<file path="src/hw/spacr_map.vh">
// What this block does
// - Mirrored bits 7,0 select data pin direction
// - Mirrored bits 6,1 select LSB-first order
// - Soft reset rise restores all but port setup
// - Two-bit select picks I, Q, both, none
// - Converter writes staged, applied on update rise
// - Buffer bit 1 drives common-mode output enable
// - Six-bit offset added to converter samples
// - Negative offset codes are two's complement
`ifndef SPACR_MAP_VH
`define SPACR_MAP_VH
// ----------------------------------------
// Register offsets
// ----------------------------------------
`define SPACR_ADDR_SETUP   8'h00
`define SPACR_ADDR_SELECT  8'h05
`define SPACR_ADDR_CMBUF   8'h0f
`define SPACR_ADDR_OFFSET  8'h10
`define SPACR_ADDR_UPDATE  8'hff
// ----------------------------------------
// Field positions
// ----------------------------------------
`define SPACR_SETUP_DIR_HI  7
`define SPACR_SETUP_DIR_LO  0
`define SPACR_SETUP_LSB_HI  6
`define SPACR_SETUP_LSB_LO  1
`define SPACR_SETUP_RST_HI  5
`define SPACR_SETUP_RST_LO  2
`define SPACR_SEL_I         0
`define SPACR_SEL_Q         1
`define SPACR_CMBUF_EN      1
`define SPACR_UPDATE_BIT    0
`define SPACR_OFF_HI        5
`define SPACR_OFF_LO        0
// ----------------------------------------
// Reset values
// ----------------------------------------
`define SPACR_RST_SETUP   8'h00
`define SPACR_RST_SELECT  8'h03
`define SPACR_RST_CMBUF   8'h00
`define SPACR_RST_OFFSET  8'h00
`define SPACR_RST_UPDATE  8'h00
`define SPACR_RST_FLAG    1'b0
`define SPACR_RST_OFFCODE 6'h00
`define SPACR_RST_UNMAPPED 8'h00
`define SPACR_SETUP_SRST_MASK 8'h24
`endif

</file>
<file path="src/hw/spacr_offset_add.v">
`timescale 1ns/1ns
`default_nettype none
`include "spacr_map.vh"
// Adds signed six-bit offset, saturating at the sample range
module spacr_offset_add #(
    parameter SW = 12
) (
    // Sample path
    input  wire          clk,
    input  wire [SW-1:0] sample_in,
    input  wire [5:0]    offset_code,
    output wire [SW-1:0] sample_out
);
    wire signed [SW+1:0] sum;
    wire signed [SW+1:0] max_v;
    wire signed [SW+1:0] min_v;
    reg         [SW-1:0] nxt_sample;
    reg         [SW-1:0] sample_ff;

    assign max_v = $signed({2'b00, 1'b0, {(SW-1){1'b1}}});
    assign min_v = $signed({2'b11, 1'b1, {(SW-1){1'b0}}});
    // Sign extend both; code 100000 gives -32
    assign sum = $signed({{2{sample_in[SW-1]}}, sample_in})
               + $signed({{(SW+1-`SPACR_OFF_HI){offset_code[`SPACR_OFF_HI]}},
                          offset_code});

    // Clamp rather than wrap, so a large offset cannot flip the sign
    always @* begin
        if (sum > max_v) begin
            nxt_sample = max_v[SW-1:0];
        end else if (sum < min_v) begin
            nxt_sample = min_v[SW-1:0];
        end else begin
            nxt_sample = sum[SW-1:0];
        end
    end

    always @(posedge clk) begin
        sample_ff <= nxt_sample;
    end

    assign sample_out = sample_ff;
endmodule // spacr_offset_add
`default_nettype wire

</file>
<file path="src/hw/spacr_regs.v">
`timescale 1ns/1ns
`default_nettype none
`include "spacr_map.vh"
module spacr_regs #(
    parameter SW = 12
) (
    // Clock and reset
    input  wire          CLK,
    input  wire          RST,
    // Register port from the serial shifter
    input  wire          WR_STB,
    input  wire [7:0]    ADDR,
    input  wire [7:0]    WDATA,
    output wire [7:0]    RDATA,
    // Port setup
    output wire          DATA_PIN_INPUT_ONLY,
    output wire          LSB_FIRST,
    // Common-mode output enables
    output wire          I_RECEIVE_COMMON_MODE_OUT_OE,
    output wire          Q_RECEIVE_COMMON_MODE_OUT_OE,
    // Converter samples
    input  wire [SW-1:0] I_SAMPLE_IN,
    input  wire [SW-1:0] Q_SAMPLE_IN,
    output wire [SW-1:0] I_SAMPLE_OUT,
    output wire [SW-1:0] Q_SAMPLE_OUT
);
    // ----------------------------------------
    // Register state
    // ----------------------------------------
    reg  [7:0] setup_ff;
    reg  [7:0] select_ff;
    reg  [7:0] cmbuf_stage_ff;
    reg  [7:0] offset_stage_ff;
    reg  [7:0] update_ff;
    reg        cm_i_ff;
    reg        cm_q_ff;
    reg  [5:0] off_i_ff;
    reg  [5:0] off_q_ff;
    reg        stage_cm_ff;
    reg        stage_off_ff;
    reg        dir_ff;
    reg        lsb_ff;
    reg  [7:0] rdata_ff;
    reg  [7:0] nxt_setup;
    reg  [7:0] nxt_rdata;
    wire       wr_setup;
    wire       wr_select;
    wire       wr_cmbuf;
    wire       wr_offset;
    wire       wr_update;
    wire       srst_rise;
    wire       upd_rise;
    wire       inphase_converter_select;
    wire       quad_converter_select;

    // ----------------------------------------
    // Helpers
    // ----------------------------------------
    // One decoder for every strobe keeps the offsets in one place
    function addr_hit;
        input       stb;
        input [7:0] addr;
        input [7:0] target;
        begin
            addr_hit = stb && (addr == target);
        end
    endfunction

    // Either copy of a mirrored pair counts, whatever the bit order
    function pair_any;
        input [7:0]   word;
        input integer hi;
        input integer lo;
        begin
            pair_any = word[hi] | word[lo];
        end
    endfunction

    // Low-to-high on either copy of a pair
    function pair_rise;
        input [7:0]   now_word;
        input [7:0]   old_word;
        input integer hi;
        input integer lo;
        begin
            pair_rise = (now_word[hi] && !old_word[hi])
                     || (now_word[lo] && !old_word[lo]);
        end
    endfunction

    // ----------------------------------------
    // Address decode
    // ----------------------------------------
    assign wr_setup  = addr_hit(WR_STB, ADDR, `SPACR_ADDR_SETUP);
    assign wr_select = addr_hit(WR_STB, ADDR, `SPACR_ADDR_SELECT);
    assign wr_cmbuf  = addr_hit(WR_STB, ADDR, `SPACR_ADDR_CMBUF);
    assign wr_offset = addr_hit(WR_STB, ADDR, `SPACR_ADDR_OFFSET);
    assign wr_update = addr_hit(WR_STB, ADDR, `SPACR_ADDR_UPDATE);
    // Stored reset bits are always 0, so any write with one set fires
    assign srst_rise = wr_setup
        && pair_rise(WDATA, setup_ff, `SPACR_SETUP_RST_HI, `SPACR_SETUP_RST_LO);
    assign upd_rise  = wr_update
        && pair_rise(WDATA, update_ff, `SPACR_UPDATE_BIT, `SPACR_UPDATE_BIT);
    assign inphase_converter_select = select_ff[`SPACR_SEL_I];
    assign quad_converter_select    = select_ff[`SPACR_SEL_Q];

    // ----------------------------------------
    // Port setup, mirrored pairs
    // ----------------------------------------
    // Reset bits never stick, so a later write can fire again
    always @* begin
        nxt_setup = setup_ff;
        if (wr_setup) begin
            nxt_setup = WDATA & ~`SPACR_SETUP_SRST_MASK;
        end
    end

    // Pin direction and bit order leave straight from flops
    always @(posedge CLK) begin
        if (RST) begin
            setup_ff <= `SPACR_RST_SETUP;
            dir_ff   <= `SPACR_RST_FLAG;
            lsb_ff   <= `SPACR_RST_FLAG;
        end else begin
            setup_ff <= nxt_setup;
            dir_ff   <= pair_any(nxt_setup, `SPACR_SETUP_DIR_HI,
                                 `SPACR_SETUP_DIR_LO);
            lsb_ff   <= pair_any(nxt_setup, `SPACR_SETUP_LSB_HI,
                                 `SPACR_SETUP_LSB_LO);
        end
    end

    assign DATA_PIN_INPUT_ONLY = dir_ff;
    assign LSB_FIRST           = lsb_ff;

    // ----------------------------------------
    // Other registers; soft reset spares port setup
    // ----------------------------------------
    always @(posedge CLK) begin
        if (RST || srst_rise) begin
            select_ff       <= `SPACR_RST_SELECT;
            cmbuf_stage_ff  <= `SPACR_RST_CMBUF;
            offset_stage_ff <= `SPACR_RST_OFFSET;
            update_ff       <= `SPACR_RST_UPDATE;
            cm_i_ff         <= `SPACR_RST_FLAG;
            cm_q_ff         <= `SPACR_RST_FLAG;
            off_i_ff        <= `SPACR_RST_OFFCODE;
            off_q_ff        <= `SPACR_RST_OFFCODE;
            stage_cm_ff     <= `SPACR_RST_FLAG;
            stage_off_ff    <= `SPACR_RST_FLAG;
        end else begin
            if (wr_select) begin
                select_ff <= WDATA;
            end
            if (wr_cmbuf) begin
                cmbuf_stage_ff <= WDATA;
                stage_cm_ff    <= 1'b1;
            end
            if (wr_offset) begin
                offset_stage_ff <= WDATA;
                stage_off_ff    <= 1'b1;
            end
            if (wr_update) begin
                update_ff <= WDATA;
            end
            // Staged values reach only the selected converters
            if (upd_rise) begin
                stage_cm_ff  <= 1'b0;
                stage_off_ff <= 1'b0;
                if (stage_cm_ff && inphase_converter_select) begin
                    cm_i_ff <= cmbuf_stage_ff[`SPACR_CMBUF_EN];
                end
                if (stage_cm_ff && quad_converter_select) begin
                    cm_q_ff <= cmbuf_stage_ff[`SPACR_CMBUF_EN];
                end
                if (stage_off_ff && inphase_converter_select) begin
                    off_i_ff <= offset_stage_ff[`SPACR_OFF_HI:`SPACR_OFF_LO];
                end
                if (stage_off_ff && quad_converter_select) begin
                    off_q_ff <= offset_stage_ff[`SPACR_OFF_HI:`SPACR_OFF_LO];
                end
            end
        end
    end

    assign I_RECEIVE_COMMON_MODE_OUT_OE = cm_i_ff;
    assign Q_RECEIVE_COMMON_MODE_OUT_OE = cm_q_ff;

    // ----------------------------------------
    // Readback
    // ----------------------------------------
    // Registered: RDATA shows ADDR one edge after the address is set
    always @* begin
        nxt_rdata = `SPACR_RST_UNMAPPED;
        case (ADDR)
            `SPACR_ADDR_SETUP: begin
                nxt_rdata = setup_ff;
            end
            `SPACR_ADDR_SELECT: begin
                nxt_rdata = select_ff;
            end
            `SPACR_ADDR_CMBUF: begin
                nxt_rdata[`SPACR_CMBUF_EN] = cm_i_ff | cm_q_ff;
            end
            `SPACR_ADDR_OFFSET: begin
                // One field for two converters: Q only when Q alone is chosen
                if (quad_converter_select && !inphase_converter_select) begin
                    nxt_rdata[`SPACR_OFF_HI:`SPACR_OFF_LO] = off_q_ff;
                end else begin
                    nxt_rdata[`SPACR_OFF_HI:`SPACR_OFF_LO] = off_i_ff;
                end
            end
            `SPACR_ADDR_UPDATE: begin
                nxt_rdata = update_ff;
            end
            default: begin
                nxt_rdata = `SPACR_RST_UNMAPPED;
            end
        endcase
    end

    always @(posedge CLK) begin
        if (RST) begin
            rdata_ff <= `SPACR_RST_UNMAPPED;
        end else begin
            rdata_ff <= nxt_rdata;
        end
    end

    assign RDATA = rdata_ff;

    // ----------------------------------------
    // Sample offset paths
    // ----------------------------------------
    spacr_offset_add #(.SW(SW)) u_off_i (
        .clk         (CLK),
        .sample_in   (I_SAMPLE_IN),
        .offset_code (off_i_ff),
        .sample_out  (I_SAMPLE_OUT)
    );
    spacr_offset_add #(.SW(SW)) u_off_q (
        .clk         (CLK),
        .sample_in   (Q_SAMPLE_IN),
        .offset_code (off_q_ff),
        .sample_out  (Q_SAMPLE_OUT)
    );
endmodule // spacr_regs
`default_nettype wire

</file>
<file path="config.mk">
export PLATFORM = sky130hd
export DESIGN_NAME = spacr_regs
export DESIGN_NICKNAME = d
export VERILOG_FILES = /design/src/hw/spacr_offset_add.v /design/src/hw/spacr_regs.v
export VERILOG_INCLUDE_DIRS = /design/src /design/src/hw
export SDC_FILE = /design/constraint.sdc
export NUM_CORES = 1
export LEC_CHECK = 0
export BUFFER_PORTS_ARGS = -buffer_cell sky130_fd_sc_hd__buf_4
export CAP_MARGIN = 40
export CORE_ASPECT_RATIO = 0.6
export CORE_MARGIN = 3
export CORE_UTILIZATION = 45
export DETAILED_ROUTE_END_ITERATION = 8
export GPL_TIMING_DRIVEN = 0
export HOLD_SLACK_MARGIN = 0.12
export PLACE_DENSITY = 0.67
export SLEW_MARGIN = 5
export SYNTH_ARGS = -nofsm -noshare
export SYNTH_HDL_FRONTEND = slang
export SYNTH_SLANG_ARGS = --single-unit
</file>
<file path="constraint.sdc">
create_clock -name CLK -period 7.6 [get_ports CLK]
set_input_delay 0.76 -clock CLK [delete_from_list [all_inputs] [get_ports CLK]]
set_output_delay 0.76 -clock CLK [all_outputs]
set_load 0.05 [all_outputs]
</file>
==> impl_metrics.ini <==
[floorplanning]
start_util_pct = 47.63
fp.dieW_um = 130.2
die-area_mm2 = 0.01049
ioPinCount = 79
rows = 26
die_h_um = 80.55
core-area_mm2 = 0.008751

[placed_design]
place_ws_ps = 4290
dp_hpwl_um = 8636
place.gp.congestion = 0.9048
io_buffers = 78

[clock_tree]
cts_hold_buf = 0
clkTransAtPathRegs_ps = 60
cts_tree = yes
cts-root-buf = clkbuf_16
htreeDepth = 3
post_cts_buffers = 0
clkLatencyLatePin_ps = 330
cts.sinks = 79
cts.repair.resized = 0
cts_buffer_depth = 2
cts_buffers = 9

[grt]
grt_pass1_vias = 3614
grt_max_degree = 14
grt_antenna_before_repair = 0
grt_usage_pct = 21.70
grt_pass1_wl_um = 18010
overflow = 0

[logic_synthesis]
synth-edff-count = 0
ys_ff_latch = 79
yosysTopAreaCell = dfxtp_1
syn-cell-area_mm2 = 0.004168
synth_top_area_share_pct = 37.95
synth_nets = 576
synth_seq_area_share_pct = 37.95
async_reset_ff_share_pct = 0
synthTopCellsByArea = dfxtp_1 38%, a21oi_1 7.8%, ha_1 7.2%
ys_warn_count = 0
ys.flop_type = dfxtp_1
synth_area_per_cell_um2 = 8.220
netlist_instances = 507
ys_types = 55

[worst_setup_path]
cp-startpoint = I_SAMPLE_IN[0]
cp.arrival_ps = 3240
endpoint_kind = flip-flop
crit_type = in2reg
worstPathRequired_ps = 7800
critPathMaxFanout = 7
r2r_start = off_i_ff[0]$_SDFFE_PP0P_
startpoint_type = primary input

[sta]
finalCritPeriodShare_pct = 39.99
setup_viol = 0
slew_headroom_pct = 45.62
worst_pin_slew_ps = 808.2
fin_ws_ps = 4561
tns_ps = 0
fin_skew_ps = 5.306
fmax_ghz = 0.3290
rsz0062_at_grt = no
period_needed_ps = 3039
drv_slew = 0
hold_ws_ps = 461.7
hold_viol_final = 0

[routing]
wl_per_cell_um = 15.38
vias = 4006
dr.pass1.iters = 5
ant_nets = 0
wl_um = 11000
drt-initial-drc-count = 337
routed_via_density = 5.603
drc_errors = 0

[pwr]
p_leak_nw = 2.280
seqPwrFrac_pct = 42.4
vdd_ir_drop_max_mv = 0.1133
power_frac_clock_pct = 45.4
pwr-share-comb_pct = 12.2
p_per_area_mw_per_mm2 = 192.7
power.internal_w = 0.0007570
p_switching_w = 0.0002499
p_total_w = 0.001007
sw_frac_of_total_pct = 24.82

[run_status]
status = finished clean

[run]
maxCapViolCount = 0

[worst_hold_path]
hp-class = reg2reg
hold_start = update_ff[2]$_SDFFE_PP0P_

[final_layout]
final_common_cell = dfxtp_1
drive_gt1_share_pct = 18.57
fill_cells = 786
finish.utilization_pct = 59.71
final_cell_mix = 79 x dfxtp_1, 78 x buf_4, 70 x nand2_1
seqCellArea_mm2 = 0.001582
n_antenna_cell = 0
area_growth_pct = 25.37
nNetsFinal = 667
multi_input_area_mm2 = 0.002456
## routing by layer
metal / global-route usage [%] / share of wire, % / vias up
met2: 28.37 / 38 / 144
met4: 5.290 / 0.81 / 0
met1: 33.97 / 53 / 1834
met5: 0 / 0 / -
li1: - / - / 2021
met3: 6.047 / 7.6 / 7
## state kept, by name (all words and copies together) (netlist names), 6 cells and up
name,count
RDATA,8
offset_stage_ff,6
update_ff,8
u_off_q.sample_out,12
select_ff,8
u_off_i.sample_out,12
setup_ff,6
off_i_ff,6
off_q_ff,6
## synthesized netlist by cell type (5+ instances only)
cell type	n
ha_1	24
xnor2_1	12
nor2_1	41
inv_1	12
a21o_1	9
dfxtp_1	79
xor2_1	5
nand2_1	70
a22oi_1	6
buf_2	8
clkbuf_1	12
o21ai_0	40
a21oi_1	65
a211oi_1	5
nand3_1	27
nor3_1	8
mux2i_1	17
and3_1	6
## layout make-up
class,count,share of cell area [%]
Clock buffer,11,4.454
Buffer,20,1.628
Inverter,12,0.8621
Sequential cell,79,30.27
Timing Repair Buffer,80,11.52
Clock inverter,5,1.580
Multi-Input combinational cell,396,47.01
Tap cell,112,2.682
## worst max-delay path: stages
cell and delay (ps):
buf_4 110, ha_1 230, fa_1 410, a21oi_1 230, o22ai_1 130, o41ai_1 560, o2111ai_1 180, o21a_1 200
nor2_1 290, o21ai_0 150
## final timing paths
path                                                    endpoint  slack [ps]  cells after the start
worst min register to register         update_ff[2]$_SDFFE_PP0P_         460                      2
worst min-delay path                   update_ff[2]$_SDFFE_PP0P_         460                      2
worst max-delay path            u_off_i.sample_out[8]$_SDFF_PN1_        4560                     10
worst max register to register  u_off_i.sample_out[8]$_SDFF_PN1_        4730                      9
## cells by family after synthesis
| logic type | share of synthesized area, % |
|---|---|
| AND/OR/NAND/NOR | 18.22 |
| AO/OA/AOI/OAI | 24.14 |
| flip-flops | 37.95 |
| buffers and inverters | 3.122 |
| adder cells (fa/ha/maj) | 8.916 |
| XOR/XNOR | 3.572 |
| multiplexers | 4.083 |
## power by group through the flow
stage | registers [W] | clock network [W] | logic (W)
finish | 0.000427 | 0.000457 | 0.000123
global route | 0.000428 | 0.000482 | 0.000133
CTS | 0.000427 | 0.000463 | 0.000123
detailed placement | 0.000436 | 0 | 0.000122
global placement | 0.000436 | 0 | 0.000121
floorplan | 0.000472 | 0 | 0.0000382
## through the flow
step	instances	cell area (µm²)
5_1_grt	715	5225
3_5_place_dp	699	4910
6_report	715	5225
3_3_place_gp	697	4893
2_1_floorplan	507	4168
4_1_cts	715	5225
(Power assumes the default switching activity.)
